<file path="src/verilog/pin_mux_pkg.sv">
// Constants and carriers for the shared port pin mode control block.
// Assumes one system clock and a plain word-addressed register port.
// Contract
// - Mode bit 1 selects alternate function mode.
// - Data read: latch if direction 0, pin otherwise.
// - Data write updates only the output latch.
// - Alternate input equals mode bit AND pin.
package pin_mux_pkg;
    localparam int ADDR_W = 4;
    localparam int BUS_W  = 16;
    localparam int PORT_W = 16;
    localparam int ALT_N  = 4;

    localparam logic [ADDR_W-1:0] ADDR_PORT_DATA   = 4'h0;
    localparam logic [ADDR_W-1:0] ADDR_PIN_DIR     = 4'h1;
    localparam logic [ADDR_W-1:0] ADDR_PIN_MODE    = 4'h2;
    localparam logic [ADDR_W-1:0] ADDR_ALT_SEL     = 4'h3;
    localparam logic [ADDR_W-1:0] ADDR_ALT_SEL_EXT = 4'h4;
    localparam logic [ADDR_W-1:0] ADDR_PIN_LEVEL   = 4'h5;

    localparam logic [BUS_W-1:0] RST_PORT_DATA = 16'h0000;
    localparam logic [BUS_W-1:0] RST_PIN_DIR   = 16'hFFFF;
    localparam logic [BUS_W-1:0] RST_PIN_MODE  = 16'h0000;
    localparam logic [BUS_W-1:0] RST_ALT_SEL   = 16'h0000;
    localparam logic [BUS_W-1:0] RST_READ      = 16'h0000;

    typedef struct packed {
        logic [ADDR_W-1:0] addr;
        logic [BUS_W-1:0]  wdata;
        logic              wr;
        logic              rd;
    } bus_req_s;
endpackage

</file>
<file path="src/verilog/pin_sync.sv">
// Two-stage synchroniser for a vector of pin levels.
// Assumes each bit is independent; no word coherence is promised.
`timescale 1ns/100ps
module pin_sync #(
    parameter int WIDTH = 16
) (
    input  wire logic             clk_sys,
    input  wire logic             resetn,
    input  wire logic [WIDTH-1:0] async_in,
    output logic      [WIDTH-1:0] sync_out
);
    logic [WIDTH-1:0] meta_q;

    // The first stage feeds only the second, to keep metastability contained.
    always_ff @(posedge clk_sys or negedge resetn) begin
        if (!resetn) begin
            meta_q   <= '0;
            sync_out <= '0;
        end else begin
            meta_q   <= async_in;
            sync_out <= meta_q;
        end
    end
endmodule

</file>
<file path="src/verilog/port_pin_mode_control.sv">
// Mode control, function selection and port data for a group of shared pins.
// Assumes pins arrive asynchronously; peripheral drive signals share clk_sys.
//
// The address-and-strobe port and the register offsets are this design's own decisions.
`timescale 1ns/100ps
module port_pin_mode_control #(
    parameter int WIDTH = pin_mux_pkg::PORT_W
) (
    input  wire logic                                  clk_sys,
    input  wire logic                                  resetn,
    input  wire pin_mux_pkg::bus_req_s                 bus_req,
    output logic [pin_mux_pkg::BUS_W-1:0]              rdata_q,
    input  wire logic [WIDTH-1:0]                      pin_i,
    output logic [WIDTH-1:0]                           pin_o_q,
    output logic [WIDTH-1:0]                           pin_oe_n_q,
    input  wire logic [pin_mux_pkg::ALT_N-1:0][WIDTH-1:0] alt_out,
    input  wire logic [pin_mux_pkg::ALT_N-1:0][WIDTH-1:0] alt_oe_n,
    output logic [WIDTH-1:0]                           alt_in_q,
    output logic [WIDTH-1:0]                           mode_q
);
    logic [WIDTH-1:0] data_q;
    logic [WIDTH-1:0] dir_q;
    logic [WIDTH-1:0] sel_q;
    logic [WIDTH-1:0] sel_ext_q;
    logic [WIDTH-1:0] pin_s;
    logic [WIDTH-1:0] pin_o_d;
    logic [WIDTH-1:0] pin_oe_n_d;
    logic [pin_mux_pkg::BUS_W-1:0] rdata_d;

    // Narrow ports zero-extend onto the bus so upper bits read as zero.
    function automatic logic [pin_mux_pkg::BUS_W-1:0] widen(input logic [WIDTH-1:0] v);
        logic [pin_mux_pkg::BUS_W-1:0] r;
        r = '0;
        r[WIDTH-1:0] = v;
        return r;
    endfunction

    function automatic logic wr_hit(input pin_mux_pkg::bus_req_s q,
                                    input logic [pin_mux_pkg::ADDR_W-1:0] a);
        return q.wr && (q.addr == a);
    endfunction

    pin_sync #(
        .WIDTH    (WIDTH)
    ) u_pin_sync (
        .clk_sys  (clk_sys),
        .resetn   (resetn),
        .async_in (pin_i),
        .sync_out (pin_s)
    );

    always_ff @(posedge clk_sys or negedge resetn) begin
        if (!resetn) begin
            data_q <= pin_mux_pkg::RST_PORT_DATA[WIDTH-1:0];
        end else if (wr_hit(bus_req, pin_mux_pkg::ADDR_PORT_DATA)) begin
            data_q <= bus_req.wdata[WIDTH-1:0];
        end
    end

    always_ff @(posedge clk_sys or negedge resetn) begin
        if (!resetn) begin
            dir_q <= pin_mux_pkg::RST_PIN_DIR[WIDTH-1:0];
        end else if (wr_hit(bus_req, pin_mux_pkg::ADDR_PIN_DIR)) begin
            dir_q <= bus_req.wdata[WIDTH-1:0];
        end
    end

    always_ff @(posedge clk_sys or negedge resetn) begin
        if (!resetn) begin
            mode_q <= pin_mux_pkg::RST_PIN_MODE[WIDTH-1:0];
        end else if (wr_hit(bus_req, pin_mux_pkg::ADDR_PIN_MODE)) begin
            mode_q <= bus_req.wdata[WIDTH-1:0];
        end
    end

    // Selects take effect at once, even with the mode bit set, so software
    // must order its writes; hardware does not hold back a late select.
    always_ff @(posedge clk_sys or negedge resetn) begin
        if (!resetn) begin
            sel_q     <= pin_mux_pkg::RST_ALT_SEL[WIDTH-1:0];
            sel_ext_q <= pin_mux_pkg::RST_ALT_SEL[WIDTH-1:0];
        end else begin
            if (wr_hit(bus_req, pin_mux_pkg::ADDR_ALT_SEL)) begin
                sel_q <= bus_req.wdata[WIDTH-1:0];
            end
            if (wr_hit(bus_req, pin_mux_pkg::ADDR_ALT_SEL_EXT)) begin
                sel_ext_q <= bus_req.wdata[WIDTH-1:0];
            end
        end
    end

    always_comb begin
        for (int i = 0; i < WIDTH; i++) begin
            if (mode_q[i]) begin
                // The latch is not looked at here at all.
                pin_o_d[i]    = alt_out[{sel_ext_q[i], sel_q[i]}][i];
                pin_oe_n_d[i] = alt_oe_n[{sel_ext_q[i], sel_q[i]}][i];
            end else begin
                pin_o_d[i]    = data_q[i];
                pin_oe_n_d[i] = dir_q[i];
            end
        end
    end

    always_ff @(posedge clk_sys or negedge resetn) begin
        if (!resetn) begin
            pin_o_q    <= '0;
            pin_oe_n_q <= '1;
        end else begin
            pin_o_q    <= pin_o_d;
            pin_oe_n_q <= pin_oe_n_d;
        end
    end

    // Peripherals see low while a pin is in port mode, which is why they
    // must be enabled only after the mode bit is set.
    always_ff @(posedge clk_sys or negedge resetn) begin
        if (!resetn) begin
            alt_in_q <= '0;
        end else begin
            alt_in_q <= mode_q & pin_s;
        end
    end

    always_comb begin
        case (bus_req.addr)
            pin_mux_pkg::ADDR_PORT_DATA:   rdata_d = widen((dir_q & pin_s) | (~dir_q & data_q));
            pin_mux_pkg::ADDR_PIN_DIR:     rdata_d = widen(dir_q);
            pin_mux_pkg::ADDR_PIN_MODE:    rdata_d = widen(mode_q);
            pin_mux_pkg::ADDR_ALT_SEL:     rdata_d = widen(sel_q);
            pin_mux_pkg::ADDR_ALT_SEL_EXT: rdata_d = widen(sel_ext_q);
            pin_mux_pkg::ADDR_PIN_LEVEL:   rdata_d = widen(pin_s);
            default:                       rdata_d = pin_mux_pkg::RST_READ;
        endcase
    end

    // Read data stand only in the cycle after the strobe.
    always_ff @(posedge clk_sys or negedge resetn) begin
        if (!resetn) begin
            rdata_q <= pin_mux_pkg::RST_READ;
        end else if (bus_req.rd) begin
            rdata_q <= rdata_d;
        end else begin
            rdata_q <= pin_mux_pkg::RST_READ;
        end
    end
endmodule

</file>
<file path="config.mk">
export PLATFORM = sky130hd
export DESIGN_NAME = port_pin_mode_control
export DESIGN_NICKNAME = d
export VERILOG_FILES = /design/src/verilog/pin_mux_pkg.sv /design/src/verilog/pin_sync.sv /design/src/verilog/port_pin_mode_control.sv
export SDC_FILE = /design/constraint.sdc
export NUM_CORES = 1
export LEC_CHECK = 0
export BUFFER_PORTS_ARGS = -buffer_cell sky130_fd_sc_hd__buf_2
export CAP_MARGIN = 10
export CORE_AREA = 2 2 108 214
export CTS_CLUSTER_SIZE = 10
export DETAILED_ROUTE_END_ITERATION = 16
export DIE_AREA = 0 0 110 216
export PLACE_DENSITY = 0.63
export SLEW_MARGIN = 10
export SYNTH_ARGS = -nofsm -noshare
export SYNTH_HDL_FRONTEND = slang
export SYNTH_SLANG_ARGS = --single-unit
</file>
<file path="constraint.sdc">
create_clock -name clk_sys -period 1.4 [get_ports clk_sys]
set_input_delay 0.07 -clock clk_sys [delete_from_list [all_inputs] [get_ports clk_sys]]
set_output_delay 0.07 -clock clk_sys [all_outputs]
set_load 0.01 [all_outputs]
</file>
**After elaboration in Yosys (flattened, before gate mapping)**

Cells that the tools add are included.

- Register bits: 176
- Bits in latches: 0
- RAM bits: 0
- ROM bits: 0
- Input bits: 168
- Output and inout port bits: 80
- Logic and storage cells: 141
- Memories: 0

- $add $sub $neg: 0
- $mul: 0
- Divide/modulo/power cells: 0
- Magnitude comparators: 16
- Eq/ne operators: 5
- Shifts and indexed selects: 0
- Muxes and demuxes: 98
- Bitwise logic cells: 5
- Reductions and logical operators: 6

Operators with widths:

| cell | count |
|---|---|
| binary-select mux 16 bit (select 2 bit) | 32 |
| one-hot mux 16 bit (6 select lines) | 1 |
| AND 16 bit | 3 |
| less-than comparator 2 x 3 -> 1 bit (second input constant) | 16 |
| two-way mux 16 bit | 3 |
| two-way mux 1 bit | 34 |
| two-way mux 15 bit | 2 |
| two-way mux 14 bit | 2 |
| two-way mux 13 bit | 2 |
| two-way mux 12 bit | 2 |
| two-way mux 11 bit | 2 |
| two-way mux 10 bit | 2 |
| two-way mux 9 bit | 2 |
| two-way mux 8 bit | 2 |
| inverter 16 bit | 1 |
| bitwise OR 16 bit | 1 |
| two-way mux 7 bit | 2 |
| two-way mux 6 bit | 2 |
| two-way mux 5 bit | 2 |
| equality test 4 x 2 -> 1 bit (second input constant) | 2 |
| equality test 4 x 3 -> 1 bit (second input constant) | 2 |
| two-way mux 4 bit | 2 |
| two-way mux 3 bit | 2 |
| logical AND 1 bit | 5 |
| other kinds (3) | 4 |

**Logic depth before layout (Yosys ltp)**

Gate-level depths: netlist of the first run.

- Depth after elaboration: 5
- Depth in mapped cells: 6

**Cells and area by module**

A second synthesis of the first run with hierarchy kept.

- Cell total of the unflattened synthesis: 464
- Area, all modules: 7588.5 um2

Modules (own cells, without submodules):

| module | times used | cells each | area an instance (um2) |
|---|---|---|---|
| port_pin_mode_control | 1 | 432 | 6787.8 |
| pin_sync | 1 | 32 | 800.8 |

**Worst setup path after synthesis of the first run**

Ideal clock, no wire load.

- Path kind: input-to-reg
- Start point: input bus_req[18] in the netlist's numbering
- End point: register rdata_q[10] in the netlist's numbering
- Library setup time: 0.078 ns
- Arrival: 1.378 ns
- Data required time: 1.322 ns
- Slack: -0.056 ns
- Stages on the path: 5
- Buffers on the path: 2
- Path through: buf_2 > nor4_1 > buf_2 > a22oi_1 > a21oi_1

- Word-level cells in the longest chain between the ends: 3
- Elaborated cells between the ends (all ways): 8

RTL lines:

| what | line | RTL |
|---|---|---|
| start: declaration | port_pin_mode_control.sv:11 | `input wire pin_mux_pkg::bus_req_s bus_req,` |
| equality test 4 x 3 -> 1 bit (tied with other cells) | port_pin_mode_control.sv:126 | `case (bus_req.addr)` |
| one-hot mux 16 bit (6 select lines) (*) | port_pin_mode_control.sv:126 |  |
| two-way mux 16 bit (*) | port_pin_mode_control.sv:141 | `end else if (bus_req.rd) begin` |
| end signal: assignment | port_pin_mode_control.sv:140 | `rdata_q <= pin_mux_pkg::RST_READ;` |
| end signal: assignment | port_pin_mode_control.sv:142 | `rdata_q <= rdata_d;` |
| end signal: assignment | port_pin_mode_control.sv:144 | `rdata_q <= pin_mux_pkg::RST_READ;` |
| end: declaration | port_pin_mode_control.sv:12 | `output logic [pin_mux_pkg::BUS_W-1:0] rdata_q,` |

Every way passes the cells marked *; elsewhere a longest branch is shown, timed or not.
A chain may end at the register's enable or synchronous reset.

**Worst setup path after layout of the first run**

- Start point: register sel_q[0]
- End point: register pin_o_q[0]

- Word-level cells in the longest chain between the ends: 3

RTL lines:

| what | line | RTL |
|---|---|---|
| start: declaration | port_pin_mode_control.sv:23 | `logic [WIDTH-1:0] sel_q;` |
| start signal: assignment | port_pin_mode_control.sv:80 | `sel_q <= pin_mux_pkg::RST_ALT_SEL[WIDTH-1:0];` |
| start signal: assignment | port_pin_mode_control.sv:84 | `sel_q <= bus_req.wdata[WIDTH-1:0];` |
| binary-select mux 16 bit (select 2 bit) | port_pin_mode_control.sv:96 | `pin_o_d[i] = alt_out[{sel_ext_q[i], sel_q[i]}][i];` |
| two-way mux 1 bit (not written as such) | port_pin_mode_control.sv:96 |  |
| two-way mux 1 bit | port_pin_mode_control.sv:94 | `if (mode_q[i]) begin` |
| net pin_o_d[0] | port_pin_mode_control.sv:26 | `logic [WIDTH-1:0] pin_o_d;` |
| end signal: assignment | port_pin_mode_control.sv:110 | `pin_o_q <= pin_o_d;` |
| end: declaration | port_pin_mode_control.sv:14 | `output logic [WIDTH-1:0] pin_o_q,` |

The timed path passes the listed nets, and every way through them passes these cells. The select of a mux whose other input is x is not followed.

==> flow_summary.html, run 1 <==
<table>
<tr><th>Metric</th><th>Value</th></tr>
<tr><th colspan="2">Outcome</th></tr>
<tr><td>Result of the run</td><td>completed</td></tr>
<tr><th colspan="2">STA</th></tr>
<tr><td>Final Hold Viols</td><td>0</td></tr>
<tr><td>Setup repair after global routing missed its margin</td><td>no</td></tr>
<tr><td>Fin crit share</td><td>96.6%</td></tr>
<tr><td>Max-slew headroom at the worst pin</td><td>~75%</td></tr>
<tr><td>Final-report setup violation count</td><td>0</td></tr>
<tr><td>Worst Hold Margin</td><td>approximately 86 ps</td></tr>
<tr><td>Setup_tns</td><td>0 ps</td></tr>
<tr><td>Final critical-path required period</td><td>approximately 1400 ps</td></tr>
<tr><td>Transition time of the tightest slew-check pin</td><td>380 ps</td></tr>
<tr><td>Maximum clock skew at final layout</td><td>10.4 ps</td></tr>
<tr><td>Fmax</td><td>between 700 and 800 MHz</td></tr>
<tr><td>Number of slew-limit violations in the final report</td><td>0</td></tr>
<tr><th colspan="2">Power</th></tr>
<tr><td>Power per cell area</td><td>1450 mW/mm2</td></tr>
<tr><td>Leakage</td><td>0.00482 uW</td></tr>
<tr><td>Total design power</td><td>15,000 uW</td></tr>
<tr><td>Peak supply drop</td><td>0.716 mV</td></tr>
<tr><th colspan="2">Detailed routing</th></tr>
<tr><td>Post-DR wirelength/cell</td><td>19.4 um</td></tr>
<tr><td>1st-pass router iterations</td><td>4</td></tr>
<tr><td>Drt first-iter violations</td><td>148</td></tr>
<tr><td>Aggregate routed wire length</td><td>slightly above 20,000 um</td></tr>
<tr><td>Post-detailed-route count of antenna-violating nets</td><td>0</td></tr>
<tr><td>Ratio of routed vias to standard cells</td><td>4.99</td></tr>
<tr><td>DRC violation count after routing</td><td>0</td></tr>
<tr><td>Detailed-route via count</td><td>5,332</td></tr>
<tr><th colspan="2">Floorplanning</th></tr>
<tr><td>Initial core utilization</td><td>34.4%</td></tr>
<tr><td>Core Footprint</td><td>around 0.022 mm2</td></tr>
<tr><td>Die area</td><td>between 0.02 and 0.025 mm2</td></tr>
<tr><td>Io pins</td><td>between 200 and 250</td></tr>
<tr><td>Overall die width</td><td>110 um</td></tr>
<tr><td>Site row count</td><td>77</td></tr>
<tr><td>Height of the chip</td><td>216 um</td></tr>
<tr><th colspan="2">Clock network</th></tr>
<tr><td>Clk sink count</td><td>roughly 180</td></tr>
<tr><td>Clock-pin slew on the worst setup and hold paths</td><td>~70 ps</td></tr>
<tr><td>H-tree depth</td><td>4</td></tr>
<tr><td>Setup bufs post-CTS</td><td>0</td></tr>
<tr><td>CTS root buf</td><td>sky130_fd_sc_hd__clkbuf_16</td></tr>
<tr><td>Clock tree buffer depth</td><td>2</td></tr>
<tr><td>Clock latency on the worst-skew pair</td><td>420 ps</td></tr>
<tr><td>TritonCTS clock tree</td><td>yes</td></tr>
<tr><td>Number of CTS-inserted buffers</td><td>17</td></tr>
<tr><th colspan="2">Yosys</th></tr>
<tr><td>Post-synthesis instance area</td><td>0.00759 mm2</td></tr>
<tr><td>Synth unique cells</td><td>24</td></tr>
<tr><td>Mapped Avg Cell Area</td><td>16.4 um2</td></tr>
<tr><td>Fraction of the yosys area taken by sequential cells</td><td>58.5%</td></tr>
<tr><td>Largest cells by area after synthesis</td><td>sky130_fd_sc_hd__dfrtp_1 (47%), sky130_fd_sc_hd__mux2_2 (19%), sky130_fd_sc_hd__dfstp_2 (11%)</td></tr>
<tr><td>Area share of the largest cell type after synthesis</td><td>47.5%</td></tr>
<tr><td>Flip-flop and latch count after synthesis</td><td>176</td></tr>
<tr><td>YS warnings</td><td>0</td></tr>
<tr><td>Number of instances in the synthesized netlist</td><td>464</td></tr>
<tr><td>Post-Syn Nets</td><td>about 630</td></tr>
<tr><td>Synth area leader</td><td>sky130_fd_sc_hd__dfrtp_1</td></tr>
<tr><th colspan="2">Worst setup path</th></tr>
<tr><td>Delay contributed by the slowest stage of the critical path</td><td>approximately 540 ps</td></tr>
<tr><td>Launch point of the worst reg-to-reg path</td><td>sel_q[0]</td></tr>
<tr><td>Critical path capture point type</td><td>flip-flop</td></tr>
<tr><td>Maximum fanout along the worst path</td><td>4</td></tr>
<tr><td>Termination of the worst setup path</td><td>pin_o_q[0]</td></tr>
<tr><td>Slowest CP cell</td><td>sky130_fd_sc_hd__mux4_2</td></tr>
<tr><td>Capturing point of the worst reg2reg path</td><td>pin_o_q[0]</td></tr>
<tr><td>Worst path required time</td><td>1710 ps</td></tr>
<tr><td>Worst Setup SP</td><td>sel_q[0]</td></tr>
<tr><td>Critical Path AT</td><td>1660 ps</td></tr>
<tr><td>Startpoint Class</td><td>flip-flop</td></tr>
<tr><td>Setup slack, reg-to-reg</td><td>between 40 and 50 ps</td></tr>
<tr><td>Cells along the critical path</td><td>mux4_2 -&gt; mux2_2</td></tr>
<tr><td>Worst reg-to-reg path cell count</td><td>2</td></tr>
<tr><td>Critical path start-end classification</td><td>flip-flop to flip-flop</td></tr>
<tr><th colspan="2">Layout</th></tr>
<tr><td>Area of combinational cells with multiple inputs</td><td>between 0.003 and 0.004 mm2</td></tr>
<tr><td>Final nets</td><td>948</td></tr>
<tr><td>Fill cell total of the finished layout</td><td>about 2k</td></tr>
<tr><td>Fraction of layout cells with a size suffix above 1</td><td>65.3%</td></tr>
<tr><td>Layout Area Growth over Synthesis</td><td>36.2%</td></tr>
<tr><td>Design Area, Final</td><td>0.0103 mm2</td></tr>
<tr><td>Combined flip-flop and latch cell area</td><td>0.00446 mm2</td></tr>
<tr><td>Count of antenna diodes in the layout</td><td>0</td></tr>
<tr><td>Utilization after layout</td><td>a little under half</td></tr>
<tr><th colspan="2">Global routing</th></tr>
<tr><td>Pin count of the biggest net entering global routing</td><td>43</td></tr>
<tr><td>First-pass GRT wire length</td><td>around 31,000 um</td></tr>
<tr><td>GR Util All Layers</td><td>17.9%</td></tr>
<tr><td>Via count of the first global-routing pass</td><td>5,707</td></tr>
<tr><td>Residual overflow from global routing</td><td>0</td></tr>
<tr><td>Initial antenna violation count</td><td>0</td></tr>
<tr><th colspan="2">Run</th></tr>
<tr><td>Number of maximum-capacitance violations</td><td>0</td></tr>
<tr><th colspan="2">Min path</th></tr>
<tr><td>Classification of the worst-slack hold path</td><td>input pin to flip-flop</td></tr>
<tr><th colspan="2">Placement</th></tr>
<tr><td>Number of buffers inserted by port buffering</td><td>roughly 250</td></tr>
<tr><td>Detailed placer's ending HPWL</td><td>15,000 um</td></tr>
<tr><td>Final estimated routing congestion in global placement</td><td>around 0.76</td></tr>
<tr><td>Cell Area, Placed</td><td>between 0.009 and 0.01 mm2</td></tr>
</table>
-- sequential cells by signal, indices dropped and copies added, names as in the netlist --
| name | count |
|---|---|
| pin_oe_n_q | 16 |
| rdata_q | 16 |
| pin_o_q | 16 |
| u_pin_sync.meta_q | 16 |
| data_q | 16 |
| u_pin_sync.sync_out | 16 |
| dir_q | 16 |
| sel_ext_q | 16 |
| alt_in_q | 16 |
| mode_q | 16 |
| sel_q | 16 |
-- power breakdown --
part	total [uW]	switching, uW	internal [uW]	leakage [uW]
sequential	7150	885	6270	0.00211
combinational	3350	1260	2090	0.00245
clock	4520	2170	2340	0.000262
total	15000	4320	10700	0.00482
-- worst min-delay path by stage --
stage,from,endpoint,slack (ps),cells after the start
floorplan,resetn,alt_in_q[0],-230,0
global placement,resetn,alt_in_q[4],3,1
detailed placement,resetn,alt_in_q[4],6,1
CTS,alt_out[54],pin_o_q[6],70,3
global route,alt_out[59],pin_o_q[11],80,3
finish,alt_out[54],pin_o_q[6],90,3
-- synthesized netlist by cell type (all sizes together) --
cell type	instances
mux2i	32
clkbuf	5
or3b	2
nor4b	1
a21oi	16
nand2b	2
nor2	1
buf	13
dfstp	32
a22oi	16
nor3	1
and2	16
dfrtp	144
nand3b	1
nor4	1
mux4	32
mux2	128
nand2	4
o22a	16
nor2b	1
-- area by class of cell --
cell class / instances / share of cell area, %
flip-flops and latches: 176 / 43.1
multi-input cells: 270 / 29.5
repair buffers: 315 / 18.7
clock buffers: 18 / 4.15
well taps: 276 / 3.34
clock inverters: 14 / 1.20
-- worst max-delay path, delay by kind of cell, from the launching register on --
family,cells,cell delay [ps]
muxes,2,810
DFF,1,430
-- cell usage in the layout, fill, tap and decap left out, drive strengths merged --
| cell | count |
|---|---|
| dfrtp | 144 |
| dlygate4sd3 | 33 |
| mux4 | 32 |
| dfstp | 32 |
| clkbuf | 18 |
| nor2b | 1 |
| and2 | 16 |
| nand2 | 4 |
| mux2i | 32 |
| nor2 | 1 |
| o22a | 16 |
| mux2 | 128 |
| nor4 | 1 |
| inv | 8 |
| or3b | 2 |
| nand3b | 1 |
| a22oi | 16 |
| clkinv | 2 |
| nor3 | 1 |
| clkinvlp | 4 |
| a21oi | 16 |
| nor4b | 1 |
| buf | 282 |
| nand2b | 2 |
-- layer usage --
metal  part of all wire [%]  global-route usage, %
met1                     37                   20.3
met2                     56                   32.6
met3                    4.6                   2.69
met4                    2.3                   7.05
met5                      0                      0
-- per-stage QoR --
stage          std cells  setup slack (ps)
2_1_floorplan        464              3.21
4_1_cts             1069              2.90
6_report            1069              47.4
3_3_place_gp        1004             -57.7
3_5_place_dp        1004             -90.7
5_1_grt             1069              4.75
-- logic make-up after synthesis --
family                 Yosys count  synth area share, %
multiplexers                   192                 32.7
flip-flops                     176                 58.5
AO/OA/AOI/OAI                   48                 4.48
AND/OR/NAND/NOR                 30                 2.70
buffers and inverters           18                 1.53
-- timing repair --
| item | CTS | global route |
|---|---|---|
| resized for setup | 3 | 6 |
| hold buffers | 33 | 0 |
| endpoints found under the setup margin | 3 | 8 |
| endpoints found under the hold margin | 246 | 0 |
| pin swaps | 0 | 0 |
Note: power is estimated with default switching activity, not from simulation.
==> run 2, diff against run 1 <==
--- a/config.mk
+++ b/config.mk
@@ -11,8 +11,9 @@
 export CTS_CLUSTER_SIZE = 10
 export DETAILED_ROUTE_END_ITERATION = 16
 export DIE_AREA = 0 0 110 216
-export PLACE_DENSITY = 0.63
+export PLACE_DENSITY_LB_ADDON = 0.25
 export SLEW_MARGIN = 10
 export SYNTH_ARGS = -nofsm -noshare
 export SYNTH_HDL_FRONTEND = slang
 export SYNTH_SLANG_ARGS = --single-unit
+export TNS_END_PERCENT = 10
==> flow_summary.html, run 2 (same netlist as run 1, synthesis figures left out) <==
<table>
<tr><th>Metric</th><th>Value</th></tr>
<tr><th colspan="2">Layout</th></tr>
<tr><td>Commonest non-fill, non-tap cells in the layout</td><td>sky130_fd_sc_hd__buf_2 (246), sky130_fd_sc_hd__dfrtp_1 (138), sky130_fd_sc_hd__mux2_2 (127)</td></tr>
<tr><td>Design Area, Final</td><td>0.0103 mm2 (-0.35%)</td></tr>
<tr><td>Most frequent standard cell in the layout excluding fill and tap cells</td><td>sky130_fd_sc_hd__buf_2</td></tr>
<tr><td>Fill cell total of the finished layout</td><td>1,978 (-1.4%)</td></tr>
<tr><td>Fraction of layout cells with a size suffix above 1</td><td>64.6% (-0.72 points)</td></tr>
<tr><td>Layout Area Growth over Synthesis</td><td>35.8%</td></tr>
<tr><td>Final nets</td><td>946 (-0.21%)</td></tr>
<tr><th colspan="2">STA</th></tr>
<tr><td>Fin crit share</td><td>97.0% (+0.36 points)</td></tr>
<tr><td>Number of slew-limit violations in the final report</td><td>0 (unchanged)</td></tr>
<tr><td>Setup repair after global routing missed its margin</td><td>no</td></tr>
<tr><td>Transition time of the tightest slew-check pin</td><td>349 ps (-31.1 ps)</td></tr>
<tr><td>Max-slew headroom at the worst pin</td><td>76.7% (+2.1 points)</td></tr>
<tr><td>Maximum clock skew at final layout</td><td>6.91 ps (-3.44 ps)</td></tr>
<tr><td>Fmax</td><td>737 MHz (-0.37%)</td></tr>
<tr><td>Final Hold Viols</td><td>0 (unchanged)</td></tr>
<tr><td>Final critical-path required period</td><td>1360 ps (+5.06 ps)</td></tr>
<tr><td>Final-report setup violation count</td><td>0 (unchanged)</td></tr>
<tr><td>Final worst slack</td><td>42.4 ps (-5.06 ps)</td></tr>
<tr><th colspan="2">Floorplanning</th></tr>
<tr><td>Io pins</td><td>248 (unchanged)</td></tr>
<tr><td>Site row count</td><td>77 (unchanged)</td></tr>
<tr><td>Core Footprint</td><td>0.0221 mm2 (unchanged)</td></tr>
<tr><td>Overall die width</td><td>110 um (unchanged)</td></tr>
<tr><td>Height of the chip</td><td>216 um (unchanged)</td></tr>
<tr><td>Initial core utilization</td><td>34.4% (unchanged)</td></tr>
<tr><td>Die area</td><td>0.0238 mm2 (unchanged)</td></tr>
<tr><th colspan="2">Global routing</th></tr>
<tr><td>First-pass GRT wire length</td><td>32,200 um (+3.7%)</td></tr>
<tr><td>Residual overflow from global routing</td><td>0 (unchanged)</td></tr>
<tr><td>Via count of the first global-routing pass</td><td>5,864 (+2.8%)</td></tr>
<tr><td>Pin count of the biggest net entering global routing</td><td>57 (+33%)</td></tr>
<tr><td>GR Util All Layers</td><td>18.6% (+0.73 points)</td></tr>
<tr><td>Initial antenna violation count</td><td>2 (+2)</td></tr>
<tr><th colspan="2">Detailed routing</th></tr>
<tr><td>Aggregate routed wire length</td><td>21,400 um (+3.1%)</td></tr>
<tr><td>Detailed-route via count</td><td>5,325 (-0.13%)</td></tr>
<tr><td>Post-DR wirelength/cell</td><td>20.0 um (+3.2%)</td></tr>
<tr><td>1st-pass router iterations</td><td>4 (unchanged)</td></tr>
<tr><td>Ratio of routed vias to standard cells</td><td>4.99 (about the same)</td></tr>
<tr><td>Post-detailed-route count of antenna-violating nets</td><td>0 (unchanged)</td></tr>
<tr><td>DRC violation count after routing</td><td>0 (unchanged)</td></tr>
<tr><td>Drt first-iter violations</td><td>187 (+26%)</td></tr>
<tr><th colspan="2">Worst setup path</th></tr>
<tr><td>Critical path start-end classification</td><td>flip-flop to flip-flop</td></tr>
<tr><td>Maximum fanout along the worst path</td><td>4 (unchanged)</td></tr>
<tr><td>Critical path capture point type</td><td>flip-flop</td></tr>
<tr><td>Startpoint Class</td><td>flip-flop</td></tr>
<tr><td>Critical Path AT</td><td>1690 ps (+30 ps)</td></tr>
<tr><td>Worst path required time</td><td>1730 ps (+20 ps)</td></tr>
<tr><th colspan="2">Power</th></tr>
<tr><td>Power per cell area</td><td>1470 mW/mm2 (+1.0%)</td></tr>
<tr><td>Combinational Power Share</td><td>22.1% (-0.2 points)</td></tr>
<tr><td>Peak supply drop</td><td>0.590 mV (-18%)</td></tr>
<tr><td>Part of the power in the clock network</td><td>30.4% (+0.3 points)</td></tr>
<tr><td>Cell Int Power</td><td>10,900 uW (+1.9%)</td></tr>
<tr><td>Leakage</td><td>0.00480 uW (-0.28%)</td></tr>
<tr><td>Register share of total power</td><td>47.6% (about the same)</td></tr>
<tr><td>NetSw</td><td>4220 uW (-2.4%)</td></tr>
<tr><td>Switching power share of the total</td><td>27.9% (-0.87 points)</td></tr>
<tr><th colspan="2">Run</th></tr>
<tr><td>Number of maximum-capacitance violations</td><td>0 (unchanged)</td></tr>
<tr><th colspan="2">Clock network</th></tr>
<tr><td>TritonCTS clock tree</td><td>yes</td></tr>
<tr><td>CTS root buf</td><td>sky130_fd_sc_hd__clkbuf_16</td></tr>
<tr><td>H-tree depth</td><td>4 (unchanged)</td></tr>
<tr><td>Clock-pin slew on the worst setup and hold paths</td><td>70 ps (about the same)</td></tr>
<tr><td>Clk sink count</td><td>176 (unchanged)</td></tr>
<tr><td>Clock latency on the worst-skew pair</td><td>440 ps (+20 ps)</td></tr>
<tr><td>Setup bufs post-CTS</td><td>0 (unchanged)</td></tr>
<tr><td>Clock tree buffer depth</td><td>2 (unchanged)</td></tr>
<tr><td>Number of CTS-inserted buffers</td><td>17 (unchanged)</td></tr>
<tr><th colspan="2">Placement</th></tr>
<tr><td>Cell Area, Placed</td><td>0.00940 mm2 (-0.50%)</td></tr>
<tr><td>Setup Slack @ Placement</td><td>-90.1 ps (+0.597 ps)</td></tr>
<tr><td>Detailed placer's ending HPWL</td><td>15,900 um (+5.7%)</td></tr>
<tr><td>Final estimated routing congestion in global placement</td><td>0.761 (+0.20%)</td></tr>
<tr><td>Number of buffers inserted by port buffering</td><td>247 (unchanged)</td></tr>
<tr><th colspan="2">Outcome</th></tr>
<tr><td>Result of the run</td><td>completed</td></tr>
<tr><th colspan="2">Min path</th></tr>
<tr><td>Classification of the worst-slack hold path</td><td>input pin to flip-flop</td></tr>
</table>
-- run 2: cell types whose count changed in the layout (fill, tap and decap cells not counted), moves of 2 or more --
cell                         previous run  this run
sky130_fd_sc_hd__buf_12                 8         6
sky130_fd_sc_hd__clkbuf_8               0         2
sky130_fd_sc_hd__clkinv_2               1         3
sky130_fd_sc_hd__clkinvlp_4             4         1
sky130_fd_sc_hd__dfrtp_1              135       138
sky130_fd_sc_hd__dfrtp_2                9         6
sky130_fd_sc_hd__inv_8                  4         0
-- run 2: per-stage QoR --
stage	hold WS (ps)	util [%]	setup TNS, ps	std cells	power [uW]
3_3_place_gp	-10.9	42.6	-1950	1002	10400
4_1_cts	56.8	46.7	0	1067	15300
2_1_floorplan	-226	-	-59.8	464	8980
5_1_grt	67.8	46.7	0	1068	15900
3_5_place_dp	-13.5	42.6	-2210	1002	10600
6_report	80.8	46.7	0	1068	15100
-- run 2: area by class of cell --
| cell class | instances | area (um2) | area share [%] |
|---|---|---|---|
| Clock buffer | 21 | 460 | 4.47 |
| Timing Repair Buffer | 313 | 1900 | 18.4 |
| Tap cell | 276 | 345 | 3.35 |
| Antenna cell | 1 | 2.50 | 0.0243 |
| Sequential cell | 176 | 4450 | 43.2 |
| Multi-Input combinational cell | 270 | 3050 | 29.6 |
| Clock inverter | 11 | 105 | 1.02 |
-- run 2: final timing paths --
path	startpoint	end	slack [ps]	cells past startpoint
hold reg to reg	u_pin_sync.meta_q[8]	u_pin_sync.sync_out[8]	350	0
setup reg to reg	sel_q[7]	pin_o_q[7]	40	2
min in group asynchronous	resetn	pin_o_q[1]	90	2
setup / recovery	sel_q[7]	pin_o_q[7]	40	2
max in group asynchronous	resetn	pin_oe_n_q[4]	630	3
hold / removal	alt_out[11]	pin_o_q[11]	80	3
-- run 2: repair_timing --
item / in CTS / in global routing
hold endpoints to repair: 245 / 0
resized for setup: 0 / 6
hold buffers: 33 / 0
endpoints found under the setup margin: 0 / 6
-- run 2: power groups by stage --
stage / registers [uW] / logic, uW / clock network, uW
global placement: 7230 / 3190 / 0
floorplan: 7240 / 1740 / 0
finish: 7190 / 3330 / 4590
detailed placement: 7290 / 3290 / 0
CTS: 7200 / 3380 / 4750
global route: 7340 / 3600 / 4950
-- run 2: critical path, cell delays in order (launching register included) --
cell and delay, ps:
sky130_fd_sc_hd__dfrtp_1 450, sky130_fd_sc_hd__mux4_2 530, sky130_fd_sc_hd__mux2_2 270
-- run 2: routing by layer --
metal | track usage [%] | vias to the layer above | routed length, um
met3 | 3.62 | 38 | 1230
li1 | - | 2386 | -
met4 | 8.02 | 2 | 549
met5 | 0 | - | 7
met2 | 32.7 | 198 | 11600
met1 | 21.4 | 2701 | 8000
